<file path="config.mk">
export PLATFORM = sky130hd
export DESIGN_NAME = dbl_backlight
export DESIGN_NICKNAME = d
export VERILOG_FILES = /design/src/dbl_pkg.sv /design/src/dbl_key_if.sv /design/src/dbl_backlight.sv /design/src/dbl_key_sync.sv
export SDC_FILE = /design/constraint.sdc
export NUM_CORES = 1
export LEC_CHECK = 0
export ABC_AREA = 1
export BUFFER_PORTS_ARGS = -buffer_cell sky130_fd_sc_hd__buf_2
export CAP_MARGIN = 0
export CORE_MARGIN = 3
export CORE_UTILIZATION = 55
export DETAILED_ROUTE_END_ITERATION = 8
export PLACE_DENSITY = 0.84
export SLEW_MARGIN = 10
export SYNTH_ARGS = -nofsm -noshare
export SYNTH_HDL_FRONTEND = slang
export SYNTH_SLANG_ARGS = --single-unit
</file>
<file path="constraint.sdc">
create_clock -name clk -period 1.59 [get_ports clk]
set_input_delay 0.318 -clock clk [delete_from_list [all_inputs] [get_ports clk]]
set_output_delay 0.318 -clock clk [all_outputs]
set_load 0.02 [all_outputs]
</file>
<file path="src/dbl_pkg.sv">
// display backlight control: shared constants and types
// assumes a single 100 MHz clock domain
package dbl_pkg;
	// ************
	// backlight modes
	// ************
	typedef enum logic [1:0] {
		DBL_MODE_OFF = 2'h0,
		DBL_MODE_ON = 2'h1,
		DBL_MODE_AUTO = 2'h2
	} dbl_mode_t;

	localparam dbl_mode_t DBL_MODE_RESET = DBL_MODE_AUTO;

	// ************
	// timing
	// ************
	localparam int unsigned DBL_CLK_HZ = 100_000_000;
	localparam int unsigned DBL_HOLD_S = 30;
	localparam longint unsigned DBL_HOLD_CYCLES = longint'(DBL_HOLD_S) * longint'(DBL_CLK_HZ);
	localparam int DBL_CNT_W = 32;

	// ************
	// setup menu entries
	// ************
	localparam int DBL_MENU_ENTRIES = 4;
	localparam logic [1:0] DBL_MENU_SERIAL = 2'h0;
	localparam logic [1:0] DBL_MENU_LIGHT = 2'h3;
endpackage
</file>
<file path="src/dbl_key_if.sv">
// display backlight control: key event bundle between top and key front end
// assumes one clock; events are one-cycle pulses
`timescale 1ns/1ps
interface dbl_key_if;
	logic any_key;
	logic setup_key;
	logic enter_key;
	logic up_key;
	logic down_key;
	logic func_key;

	modport src (
		output any_key,
		output setup_key,
		output enter_key,
		output up_key,
		output down_key,
		output func_key
	);
	modport dst (
		input any_key,
		input setup_key,
		input enter_key,
		input up_key,
		input down_key,
		input func_key
	);
endinterface

</file>
<file path="src/dbl_backlight.sv">
// display backlight control: mode register, setup submenu, auto timeout
// assumes serial commands are one-cycle pulses in clk domain, keys are raw pins
//
// How it works
// - mode off keeps backlight drive low regardless of keys.
// - mode on keeps backlight drive high continuously, no timeout.
// - auto: keypress lights, off after 30 s with no keypress.
// - three serial commands select off, on and auto; device applies them.
// - setup key steps menu entries; enter on light entry opens submenu.
// - up/down cycle candidate; enter commits and returns to menu top.
// - the single function key (key_pin[4]) leaves the setup menu.
`timescale 1ns/1ps
module dbl_backlight (
	input wire logic clk,
	input wire logic rstn,
	input wire logic [4:0] key_pin,
	input wire logic light_off_cmd,
	input wire logic light_on_cmd,
	input wire logic light_timed_cmd,
	output dbl_pkg::dbl_mode_t mode,
	output dbl_pkg::dbl_mode_t shown_mode,
	output logic [1:0] menu_entry,
	output logic in_menu,
	output logic in_submenu,
	output logic backlight_en
);
	import dbl_pkg::*;

	typedef enum logic [1:0] {DBL_NORMAL, DBL_MENU, DBL_SUB} dbl_state_t;

	dbl_key_if keys ();
	dbl_state_t state;
	logic [DBL_CNT_W-1:0] hold_cnt;
	logic commit;

	dbl_key_sync u_keys (
		.clk(clk),
		.rstn(rstn),
		.key_pin(key_pin),
		.keys(keys)
	);

	// ************
	// setup menu walk
	// ************
	always_ff @(posedge clk or negedge rstn) begin
		if (!rstn) begin
			state <= DBL_NORMAL;
			menu_entry <= DBL_MENU_SERIAL;
			shown_mode <= DBL_MODE_RESET;
		end else begin
			unique case (state)
				DBL_NORMAL: begin
					if (keys.setup_key) begin
						state <= DBL_MENU;
						menu_entry <= DBL_MENU_SERIAL;
					end
				end
				DBL_MENU: begin
					if (keys.func_key) begin
						state <= DBL_NORMAL;
					end else if (keys.setup_key) begin
						menu_entry <= menu_entry + 2'h1;
					end else if (keys.enter_key && menu_entry == DBL_MENU_LIGHT) begin
						state <= DBL_SUB;
						shown_mode <= mode;
					end
				end
				DBL_SUB: begin
					if (keys.func_key) begin
						state <= DBL_NORMAL;
					end else if (keys.enter_key) begin
						state <= DBL_MENU;
						menu_entry <= DBL_MENU_SERIAL;
					end else if (keys.up_key) begin
						shown_mode <= (shown_mode == DBL_MODE_AUTO) ? DBL_MODE_OFF :
							dbl_mode_t'(shown_mode + 2'h1);
					end else if (keys.down_key) begin
						shown_mode <= (shown_mode == DBL_MODE_OFF) ? DBL_MODE_AUTO :
							dbl_mode_t'(shown_mode - 2'h1);
					end
				end
				default: state <= DBL_NORMAL;
			endcase
		end
	end

	assign commit = (state == DBL_SUB) && keys.enter_key && !keys.func_key;
	assign in_menu = (state != DBL_NORMAL);
	assign in_submenu = (state == DBL_SUB);

	// ************
	// mode register
	// ************
	always_ff @(posedge clk or negedge rstn) begin
		if (!rstn) begin
			mode <= DBL_MODE_RESET;
		end else if (light_off_cmd) begin
			mode <= DBL_MODE_OFF;
		end else if (light_on_cmd) begin
			mode <= DBL_MODE_ON;
		end else if (light_timed_cmd) begin
			mode <= DBL_MODE_AUTO;
		end else if (commit) begin
			mode <= shown_mode;
		end
	end

	// ************
	// auto timeout and drive
	// ************
	always_ff @(posedge clk or negedge rstn) begin
		if (!rstn) begin
			hold_cnt <= '0;
		end else if (mode != DBL_MODE_AUTO) begin
			hold_cnt <= '0;
		end else if (keys.any_key) begin
			hold_cnt <= DBL_CNT_W'(DBL_HOLD_CYCLES);
		end else if (hold_cnt != '0) begin
			hold_cnt <= hold_cnt - 1'b1;
		end
	end

	always_ff @(posedge clk or negedge rstn) begin
		if (!rstn) begin
			backlight_en <= 1'b0;
		end else begin
			unique case (mode)
				DBL_MODE_OFF: backlight_en <= 1'b0;
				DBL_MODE_ON: backlight_en <= 1'b1;
				DBL_MODE_AUTO: backlight_en <= keys.any_key || (hold_cnt > DBL_CNT_W'(1));
				default: backlight_en <= 1'b0;
			endcase
		end
	end
endmodule

</file>
<file path="src/dbl_key_sync.sv">
// display backlight control: key pin synchroniser and press detector
// assumes raw active-high debounced key levels from the front panel
`timescale 1ns/1ps
module dbl_key_sync (
	input wire logic clk,
	input wire logic rstn,
	input wire logic [4:0] key_pin,
	dbl_key_if.src keys
);
	logic [4:0] meta;
	logic [4:0] sync;
	logic [4:0] last;
	logic [4:0] press;

	// ************
	// two-stage synchroniser, then rising edge
	// ************
	always_ff @(posedge clk or negedge rstn) begin
		if (!rstn) begin
			meta <= 5'h00;
			sync <= 5'h00;
			last <= 5'h00;
		end else begin
			meta <= key_pin;
			sync <= meta;
			last <= sync;
		end
	end

	assign press = sync & ~last;
	assign keys.setup_key = press[0];
	assign keys.enter_key = press[1];
	assign keys.up_key = press[2];
	assign keys.down_key = press[3];
	assign keys.func_key = press[4];
	assign keys.any_key = |press;
endmodule

</file>
==> summary.txt, run 1 <==
Die
  – Die extent in y: ~83 microns
  – # rows: 27
  – Die width: 83.2 microns
  – Core Box Area: approximately 5600 sq um
  – # IOs: 19
  – Initial Util: about three fifths
  – Die Area: a little under 7000 sq um

Global routing
  – Largest net degree at the start of global routing: 24
  – Gr usage total: between 20% and 30%
  – Antenna violations before repair: 0
  – First-pass GRT wire length: ~14000 microns
  – Vias in the first global route: 3017
  – Total grt overflow: 0

Timing
  – Layout Skew: approximately 0.0066 ns
  – Worst rel slew slack: between 60 and 70%
  – Setup violators final: 11
  – Pins Over Slew Limit: 0
  – Worst slew pin tran: 0.463 ns
  – Tmin final: approximately 1.6 ns
  – Post-route setup slack: -0.0311 ns
  – Final hold vios: 0
  – Final period utilization: 102%
  – Max Freq: roughly 0.62 GHz
  – Hold slack: just over 0.09 ns
  – RSZ-0062 raised after global routing: true

Clock network
  – Clk buf depth: 2
  – CTS root buf: clkbuf_8
  – Clock-pin slew on the worst setup and hold paths: roughly 0.11 ns
  – CTS sink count: 56
  – Num CTS Buffers: 5
  – H-tree lvl count: 2
  – Clock insertion delay at the later pin of the skew report: between 0.3 and 0.4 ns
  – CTS tree: built

Placed design
  – Port bufs: 18
  – Post-DP HPWL: around 6000 microns
  – Inst Count DP: around 540
  – GP Congestion: 0.982

Layout
  – Share of post-route cells with drive strength above 1: between 30% and 40%
  – Final nets: 520
  – Reg area: 1410 sq um
  – Fill cell count: slightly above 400
  – Area of the multi-input gates: 1770 sq um
  – Most common cell after layout, fill and taps aside: nand2_1
  – Most frequent cells in the layout: nand2_1, dfrtp_1, buf_4
  – Area grow syn2layout: 26.4%
  – Final cell count without fillers: 570
  – Antenna Cells: 0

Power and ir drop
  – Pleak: approximately 2.1 nW
  – Pwr/cell area: 1150 nW/um^2
  – Total power draw: around 0.0048 W
  – Max VDD drop: between 700 and 800 uV

Route
  – DRC: 0
  – Pre-antenna DRT Iters: 5
  – 1st-iter DRT viols: 290
  – DR vias/cell: between 5 and 6
  – Total vias in the final route: 3186
  – ANT nets after route: 0
  – Per-cell routed wire length: around 15 microns
  – Total Routed Length: 8670 microns

Synthesis
  – Sequential share of the synthesized area: a little over two fifths
  – Count of cell types in the netlist: 34
  – Post-synth net total: approximately 440
  – Flip-flop and latch count after synthesis: 56
  – Number of synthesized flops with an enable pin: 0
  – Synthesized area: roughly 3300 sq um
  – Post-Syn Area per Cell: 7.85 sq um
  – Cell count after synthesis: between 400 and 500
  – Top_reg_cell synth: dfrtp_1
  – Async SR Flop Fraction: 100%
  – Synth warn: 0

Critical path
  – RR Endpoint: hold_cnt[26]
  – Worst reg2reg startpoint: hold_cnt[1]
  – WP data arrival: 1.84 ns
  – Critical path origin: hold_cnt[1]
  – Reg-to-reg slack, setup: -0.03 ns
  – Crit-path cells: inv_2, ha_1, nand2_2, nor2_2, nand2_2, nor2_8, buf_4, nand2_4, a21oi_1, nor2_1
  – Crit path max fanout: 4
  – Crit path launch type: register
  – Setup crit end kind: register
  – R2R cell count: 10
  – Critical Path Sink: hold_cnt[26]
  – CP Data Required Time: between 1.5 and 2 ns
  – Crit-path max cell delay: between 0.4 and 0.5 ns
  – Slowest cell on the critical path: dfrtp_1
  – CP most frequent cell: nand2_2
  – Crit Path Class: reg2reg

Hold path
  – Hold crit path type: in2reg
  – Hold wc startpoint: key_pin[1]

Job
  – Max-cap violations: 0

Outcome
  – Violated checks: setup timing
  – Status: finished, violations left
[cells in the mapped netlist (all sizes together), types with 3 or more instances]
cell,count,area [sq um]
nand2,96,420
nor2,76,374
inv,55,209
dfrtp,54,1350
o21ai,34,170
nand3,32,160
a21oi,16,80.1
nor3,16,120
ha,13,163
nand4,4,25.0
buf,3,35.0
nand3b,3,22.5
or2,3,18.8
[layout make-up]
cell class                      instances  area share [%]
Clock buffer                            5            1.66
Multi-Input combinational cell        303            42.8
Timing Repair Buffer                   75            13.4
Clock inverter                          3           0.664
Sequential cell                        56            33.9
Inverter                               56            5.37
Tap cell                               72            2.17
[what timing repair did]
action,4_1_cts,5_1_grt
pin swaps,5,16
endpoints found under the hold margin,14,0
endpoints found under the setup margin,19,42
buffers inserted,4,12
hold buffers,1,0
gates resized for setup,13,38
gates cloned,0,1
[cells by family after synthesis]
logic type      count (synthesis)  synth area share (%)
xor+xnor                        1                 0.267
fa+ha+maj                      13                  4.96
buf+inv                        60                  7.82
flops                          56                  42.8
compound gates                 57                  9.16
simple gates                  231                  35.0
[sequential cells by signal (all words and copies together), names as in the netlist]
signal	flops
backlight_en	1
hold_cnt	32
menu_entry	2
mode	2
shown_mode	2
state	2
u_keys.last	5
u_keys.meta	5
u_keys.sync	5
[worst min-delay path by stage]
stage,end,depth (start not counted)
after CTS,u_keys.meta[1],1
after global placement,hold_cnt[31],1
after detailed placement,hold_cnt[31],1
after global routing,u_keys.meta[3],1
final,u_keys.meta[1],1
after floorplan,backlight_en,0
[per-layer routing]
| metal | global-route usage (%) | routed length (microns) | share of wire (%) |
|---|---|---|---|
| met4 | 9.06 | 307 | 3.5 |
| met1 | 34.0 | 3670 | 42 |
| met5 | 0 | 0 | 0 |
| met2 | 39.5 | 4180 | 48 |
| met3 | 3.37 | 517 | 6.0 |
[metrics by stage]
| step | area (sq um) | TNS, ns | setup WS (ns) | util [%] |
|---|---|---|---|---|
| 2_1_floorplan | 3290 | 0 | 0.0137 | - |
| 3_3_place_gp | 3760 | 0 | 0.0163 | 66.6 |
| 3_5_place_dp | 3760 | -0.306 | -0.0664 | 66.6 |
| 4_1_cts | 3920 | -0.0210 | -0.00829 | 69.4 |
| 5_1_grt | 4150 | -2.45 | -0.133 | 73.5 |
| 6_report | 4150 | -0.130 | -0.0311 | 73.5 |
[worst max-delay path, delay by kind of cell, from the launching register on]
family,cells,cell delay [ns]
flip-flops,1,0.42
AO/OA/AOI/OAI,1,0.13
buffers and inverters,2,0.25
AND/OR/NAND/NOR,6,0.55
adder cells (fa/ha/maj),1,0.19
[where the power goes]
group          total [W]  switching (W)  internal [W]
combinational    0.00226        0.00135      0.000916
clock           0.000833       0.000508      0.000325
sequential       0.00167       0.000109       0.00156
(Power assumes the default switching activity.)
==> inputs of run 2 (changes only) <==
--- a/config.mk
+++ b/config.mk
@@ -5,7 +5,6 @@
 export SDC_FILE = /design/constraint.sdc
 export NUM_CORES = 1
 export LEC_CHECK = 0
-export ABC_AREA = 1
 export BUFFER_PORTS_ARGS = -buffer_cell sky130_fd_sc_hd__buf_2
 export CAP_MARGIN = 0
 export CORE_MARGIN = 3
==> run 2 against run 1 <==
- the flow now stops in global routing
- synthesized cell count decreased by 25%
- area after synthesis decreased by 6.8%
==> summary.txt, run 2 <==
Placed design
  – Place WS: -0.791 ns (was -0.0664 ns)
  – Port bufs: 18 (unchanged)
  – Post-DP HPWL: 6300 microns (was 6180 microns)
  – GP Congestion: 0.960 (was 0.982)

Synthesis
  – Post-synth net total: 338 (was 441)
  – Synth top cells by count: dfrtp_1, a21oi_1, nand2_1 (was nand2_1, nor2_1, dfrtp_1)
  – Top_reg_cell synth: dfrtp_1 (unchanged)
  – Cell count after synthesis: 315 (was 418)
  – Flip-flop and latch count after synthesis: 56 (unchanged)
  – Sequential share of the synthesized area: 45.9% (was 42.8%)
  – Synth area leaders: dfrtp_1, ha_1, a21oi_1 (was dfrtp_1, nand2_1, nor2_1)
  – Count of cell types in the netlist: 52 (was 34)
  – Post-Syn Area per Cell: 9.71 sq um (was 7.85 sq um)
  – Synth warn: 0 (unchanged)
  – Synthesized area: 3060 sq um (was 3280 sq um)
  – Number of synthesized flops with an enable pin: 0 (unchanged)
  – Async SR Flop Fraction: 100% (unchanged)
  – Largest area contributor in the netlist: dfrtp_1 (unchanged)
  – Post-synth top area share: 44.2% (was 41.2%)
  – Top-count cell post-synth: dfrtp_1 (was nand2_1)

Timing
  – GR repair worst EP: hold_cnt[22]$_DFFE_PN0P_/D
  – WEP type: register data pin

Die
  – Die width: 80.6 microns (was 83.2 microns)
  – Initial Util: 58.4% (was 58.1%)
  – # rows: 26 (was 27)
  – # IOs: 19 (unchanged)
  – Die extent in y: 80.6 microns (was 83.2 microns)

Global routing
  – Total grt overflow: 1
  – Gr usage total: around three fifths
  – Largest net degree at the start of global routing: 57

Outcome
  – Failed at: global routing
  – Status: aborted with a tool error (was finished, violations left)
  – Error: [ERROR GRT-0232] Routing congestion too high. Check the congestion heatmap in the GUI.

Clock network
  – H-tree lvl count: 2 (unchanged)
  – Clk buf depth: 2 (unchanged)
  – CTS sink count: 56 (unchanged)
  – CTS root buf: clkbuf_8 (unchanged)
  – Num CTS Buffers: 5 (unchanged)
run 2: repair_timing:
action,4_1_cts
endpoints found under the hold margin,28
buffers inserted,13
pin swaps,37
cloned,2
endpoints found under the setup margin,38
hold buffers,1
gates resized for setup,65
run 2: cells by family after synthesis:
logic type | Yosys count | synth area share [%]
buf+inv | 27 | 3.64
flops | 56 | 45.9
xor+xnor | 1 | 0.286
fa+ha+maj | 13 | 5.32
compound gates | 77 | 16.3
mux | 9 | 3.11
simple gates | 132 | 25.4
run 2: per-stage QoR:
stage	cells	util, %	instance area, sq um
4_1_cts	517	86.4	4530
3_5_place_dp	494	76.7	4020
3_3_place_gp	494	76.7	4020
2_1_floorplan	315	-	3120
run 2: layer usage:
layer	GRT overflow	global-route usage (%)
met5	0	6.36
met2	0	79.4
met1	0	63.5
met3	1	45.2
met4	0	53.0
==> inputs of run 3 (changes only) <==
--- a/config.mk
+++ b/config.mk
@@ -8,9 +8,9 @@
 export BUFFER_PORTS_ARGS = -buffer_cell sky130_fd_sc_hd__buf_2
 export CAP_MARGIN = 0
 export CORE_MARGIN = 3
-export CORE_UTILIZATION = 55
+export CORE_UTILIZATION = 40
 export DETAILED_ROUTE_END_ITERATION = 8
-export PLACE_DENSITY = 0.84
+export PLACE_DENSITY_LB_ADDON = 0.15
 export SLEW_MARGIN = 10
 export SYNTH_ARGS = -nofsm -noshare
 export SYNTH_HDL_FRONTEND = slang
==> constraint.sdc (replaced) <==
create_clock -name clk -period 2.1 [get_ports clk]
set_input_delay 0.42 -clock clk [delete_from_list [all_inputs] [get_ports clk]]
set_output_delay 0.42 -clock clk [all_outputs]
set_load 0.02 [all_outputs]
==> run 3 against run 2 <==
- the flow now finishes, with violations (setup timing)
- synthesized cell count did not move
- area after synthesis did not move
==> summary.txt, run 3 <==
Route
  – Total Routed Length: approximately 8500 microns
  – DR vias/cell: ~5.6
  – Per-cell routed wire length: roughly 16 microns
  – 1st-iter DRT viols: approximately 190
  – Routed met3 length: about 340 microns
  – DR top layer: met4
  – Routed length on met1: between 3000 and 4000 microns
  – Pre-antenna DRT Iters: 4
  – Total vias in the final route: approximately 2900
  – ANT nets after route: 0
  – DRC: 0
  – Met2 wire len: approximately 4200 microns

Layout
  – Most frequent cells in the layout: buf_4, dfrtp_1, a21oi_1
  – Area of the multi-input gates: 1890 sq um
  – Final nets: 440
  – Share of post-route cells with drive strength above 1: 43.3%
  – Final cell count without fillers: 517
  – Reg area: 1400 sq um
  – Area grow syn2layout: 43.1%
  – Top reg by flops: hold_cnt
  – Antenna Cells: 0
  – Max reg flops: 32
  – Fill cell count: 616
  – Most common cell after layout, fill and taps aside: buf_4

Die
  – Die Area: around 8700 sq um
  – Initial Util: 41.7% (was 58.4%)
  – Die extent in y: 93.4 microns (was 80.6 microns)
  – Core Box Area: about 7300 sq um
  – # rows: 31 (was 26)
  – Die width: 93.4 microns (was 80.6 microns)
  – # IOs: 19 (unchanged)

Outcome
  – Violated checks: setup timing
  – Status: finished, violations left (was aborted with a tool error)

Timing
  – Pins Over Slew Limit: 0
  – Final period utilization: 114%
  – RSZ-0062 raised after global routing: true
  – Worst slew pin tran: 0.543 ns
  – Tmin final: approximately 2.4 ns
  – Worst rel slew slack: between 60% and 70%
  – Layout Skew: between 0.01 and 0.015 ns
  – Setup violators final: 24
  – Post-route setup slack: -0.297 ns
  – Max Freq: around 0.42 GHz
  – Final hold vios: 0

Clock network
  – CTS root buf: clkbuf_8 (unchanged)
  – H-tree lvl count: 2 (unchanged)
  – CTS sink count: 56 (unchanged)
  – Num CTS Buffers: 5 (unchanged)
  – CTS tree: built
  – Clock-pin slew on the worst setup and hold paths: 0.10 ns
  – Clk buf depth: 2 (unchanged)
  – Clock insertion delay at the later pin of the skew report: between 0.3 and 0.4 ns

Hold path
  – Hold crit path type: in2async

Global routing
  – Gr usage total: around a fifth
  – Total grt overflow: 0
  – Antenna violations before repair: 0
  – First-pass GRT wire length: approximately 13000 microns
  – Largest net degree at the start of global routing: 35
  – Vias in the first global route: ~2800

Critical path
  – Reg-to-reg slack, setup: -0.30 ns
  – Crit Path Class: reg2reg
  – WP data arrival: about 2.6 ns
  – CP most frequent cell: or4_4
  – Crit path launch type: register
  – CP Data Required Time: between 2 and 2.5 ns
  – Setup crit end kind: register
  – Slowest cell on the critical path: or4_4
  – Crit-path cells: or4_4, or3_4, or4_4, or4_1, a21oi_1
  – RR Endpoint: hold_cnt[27]
  – Crit path max fanout: 4
  – R2R cell count: 5
  – Worst reg2reg startpoint: hold_cnt[3]
  – Crit-path max cell delay: around 0.54 ns

Synthesis
  – Synth top cells by count: dfrtp_1, a21oi_1, nand2_1 (unchanged)
  – Synth area leaders: dfrtp_1, ha_1, a21oi_1 (unchanged)
  – Synthesized area: 3060 sq um (unchanged)
  – Largest area contributor in the netlist: dfrtp_1 (unchanged)
  – Top-count cell post-synth: dfrtp_1 (unchanged)
  – Sequential share of the synthesized area: 45.9% (unchanged)
  – Top_reg_cell synth: dfrtp_1 (unchanged)
  – Number of synthesized flops with an enable pin: 0 (unchanged)
  – Post-Syn Area per Cell: 9.71 sq um (unchanged)
  – Async SR Flop Fraction: 100% (unchanged)
  – Post-synth top area share: 44.2% (unchanged)
  – Synth warn: 0 (unchanged)
  – Post-synth net total: 338 (unchanged)
  – Flip-flop and latch count after synthesis: 56 (unchanged)
  – Count of cell types in the netlist: 52 (unchanged)
  – Cell count after synthesis: 315 (unchanged)

Power and ir drop
  – Internal Dissipation: 0.00224 W
  – Sw Ratio: between 30% and 40%
  – Clock power frac: between 10% and 20%
  – Pleak: around 2.1 nW
  – Logic pwr share: 47.9%
  – Pwr/cell area: ~800 nW/um^2
  – Switch Pwr: 0.00130 W
  – Flop pwr share: 35.2%
  – Max VDD drop: between 400 and 500 uV

Placed design
  – Place WS: -0.300 ns (was -0.791 ns)
  – Inst Count DP: 494 (unchanged)
  – Post-DP HPWL: 5780 microns (was 6300 microns)
  – Port bufs: 18 (unchanged)
  – GP Congestion: 0.839 (was 0.960)

Job
  – Max-cap violations: 0
## run 3: cell counts after synthesis
Identical to the previous run, type by type.
## run 3: worst max-delay path by stage
| stage | slack, ns | startpoint | to |
|---|---|---|---|
| 2_1_floorplan | -0.27 | hold_cnt[1] | hold_cnt[27] |
| 3_3_place_gp | -0.26 | hold_cnt[1] | hold_cnt[27] |
| 3_5_place_dp | -0.30 | hold_cnt[1] | hold_cnt[19] |
| 4_1_cts | -0.27 | hold_cnt[7] | hold_cnt[27] |
| 5_1_grt | -0.34 | hold_cnt[1] | hold_cnt[21] |
| 6_report | -0.30 | hold_cnt[3] | hold_cnt[27] |
## run 3: timing repair
action / CTS / global route
cloned: 0 / 3
pin swaps: 21 / 17
hold buffers: 0 / 0
gates resized for setup: 26 / 54
endpoints found under the setup margin: 26 / 33
buffers inserted: 8 / 6
## run 3: critical path, delay by kind of cell, from the launching register on
family | cells | cell delay [ns]
simple gates | 4 | 1.80
flops | 1 | 0.39
compound gates | 1 | 0.14
## run 3: stage by stage
step / area (sq um) / total power [W] / util, % / hold WS, ns / TNS [ns]
final: 4380 / 0.00354 / 59.7 / 0.0757 / -3.27
after global routing: 4380 / 0.00376 / 59.7 / 0.108 / -5.73
after CTS: 4110 / 0.00334 / 56.0 / 0.103 / -2.88
after detailed placement: 3800 / 0.00260 / 51.8 / 0.336 / -2.66
after global placement: 3800 / 0.00257 / 51.8 / 0.332 / -2.57
after floorplan: 3080 / 0.00211 / - / 0.124 / -1.81
## run 3: cells by family after synthesis
kind of cell    synth area share [%]
simple gates                    25.4
compound gates                  16.3
fa+ha+maj                       5.32
mux                             3.11
xor+xnor                       0.286
buf+inv                         3.64
flops                           45.9
## run 3: routing by layer
layer | global-route usage, % | vias up
met3 | 3.14 | 14
met5 | 0 | -
met4 | 3.79 | 0
met2 | 32.2 | 68
met1 | 26.4 | 1402
li1 | - | 1390
## run 3: layout make-up
type	instances	share of cell area [%]
multi-input combinational	232	43.2
tap	99	2.83
clock buffer	6	1.66
clock inverter	2	0.372
timing repair buffer	105	18.3
sequential	56	32.1
inverter	17	1.52
## run 3: power groups by stage
stage,clock network (W),registers (W),logic (W)
finish,0.000598,0.00125,0.00169
global route,0.000666,0.00126,0.00184
CTS,0.000613,0.00124,0.00148
detailed placement,0,0.00127,0.00133
global placement,0,0.00126,0.00130
floorplan,0,0.00130,0.000809
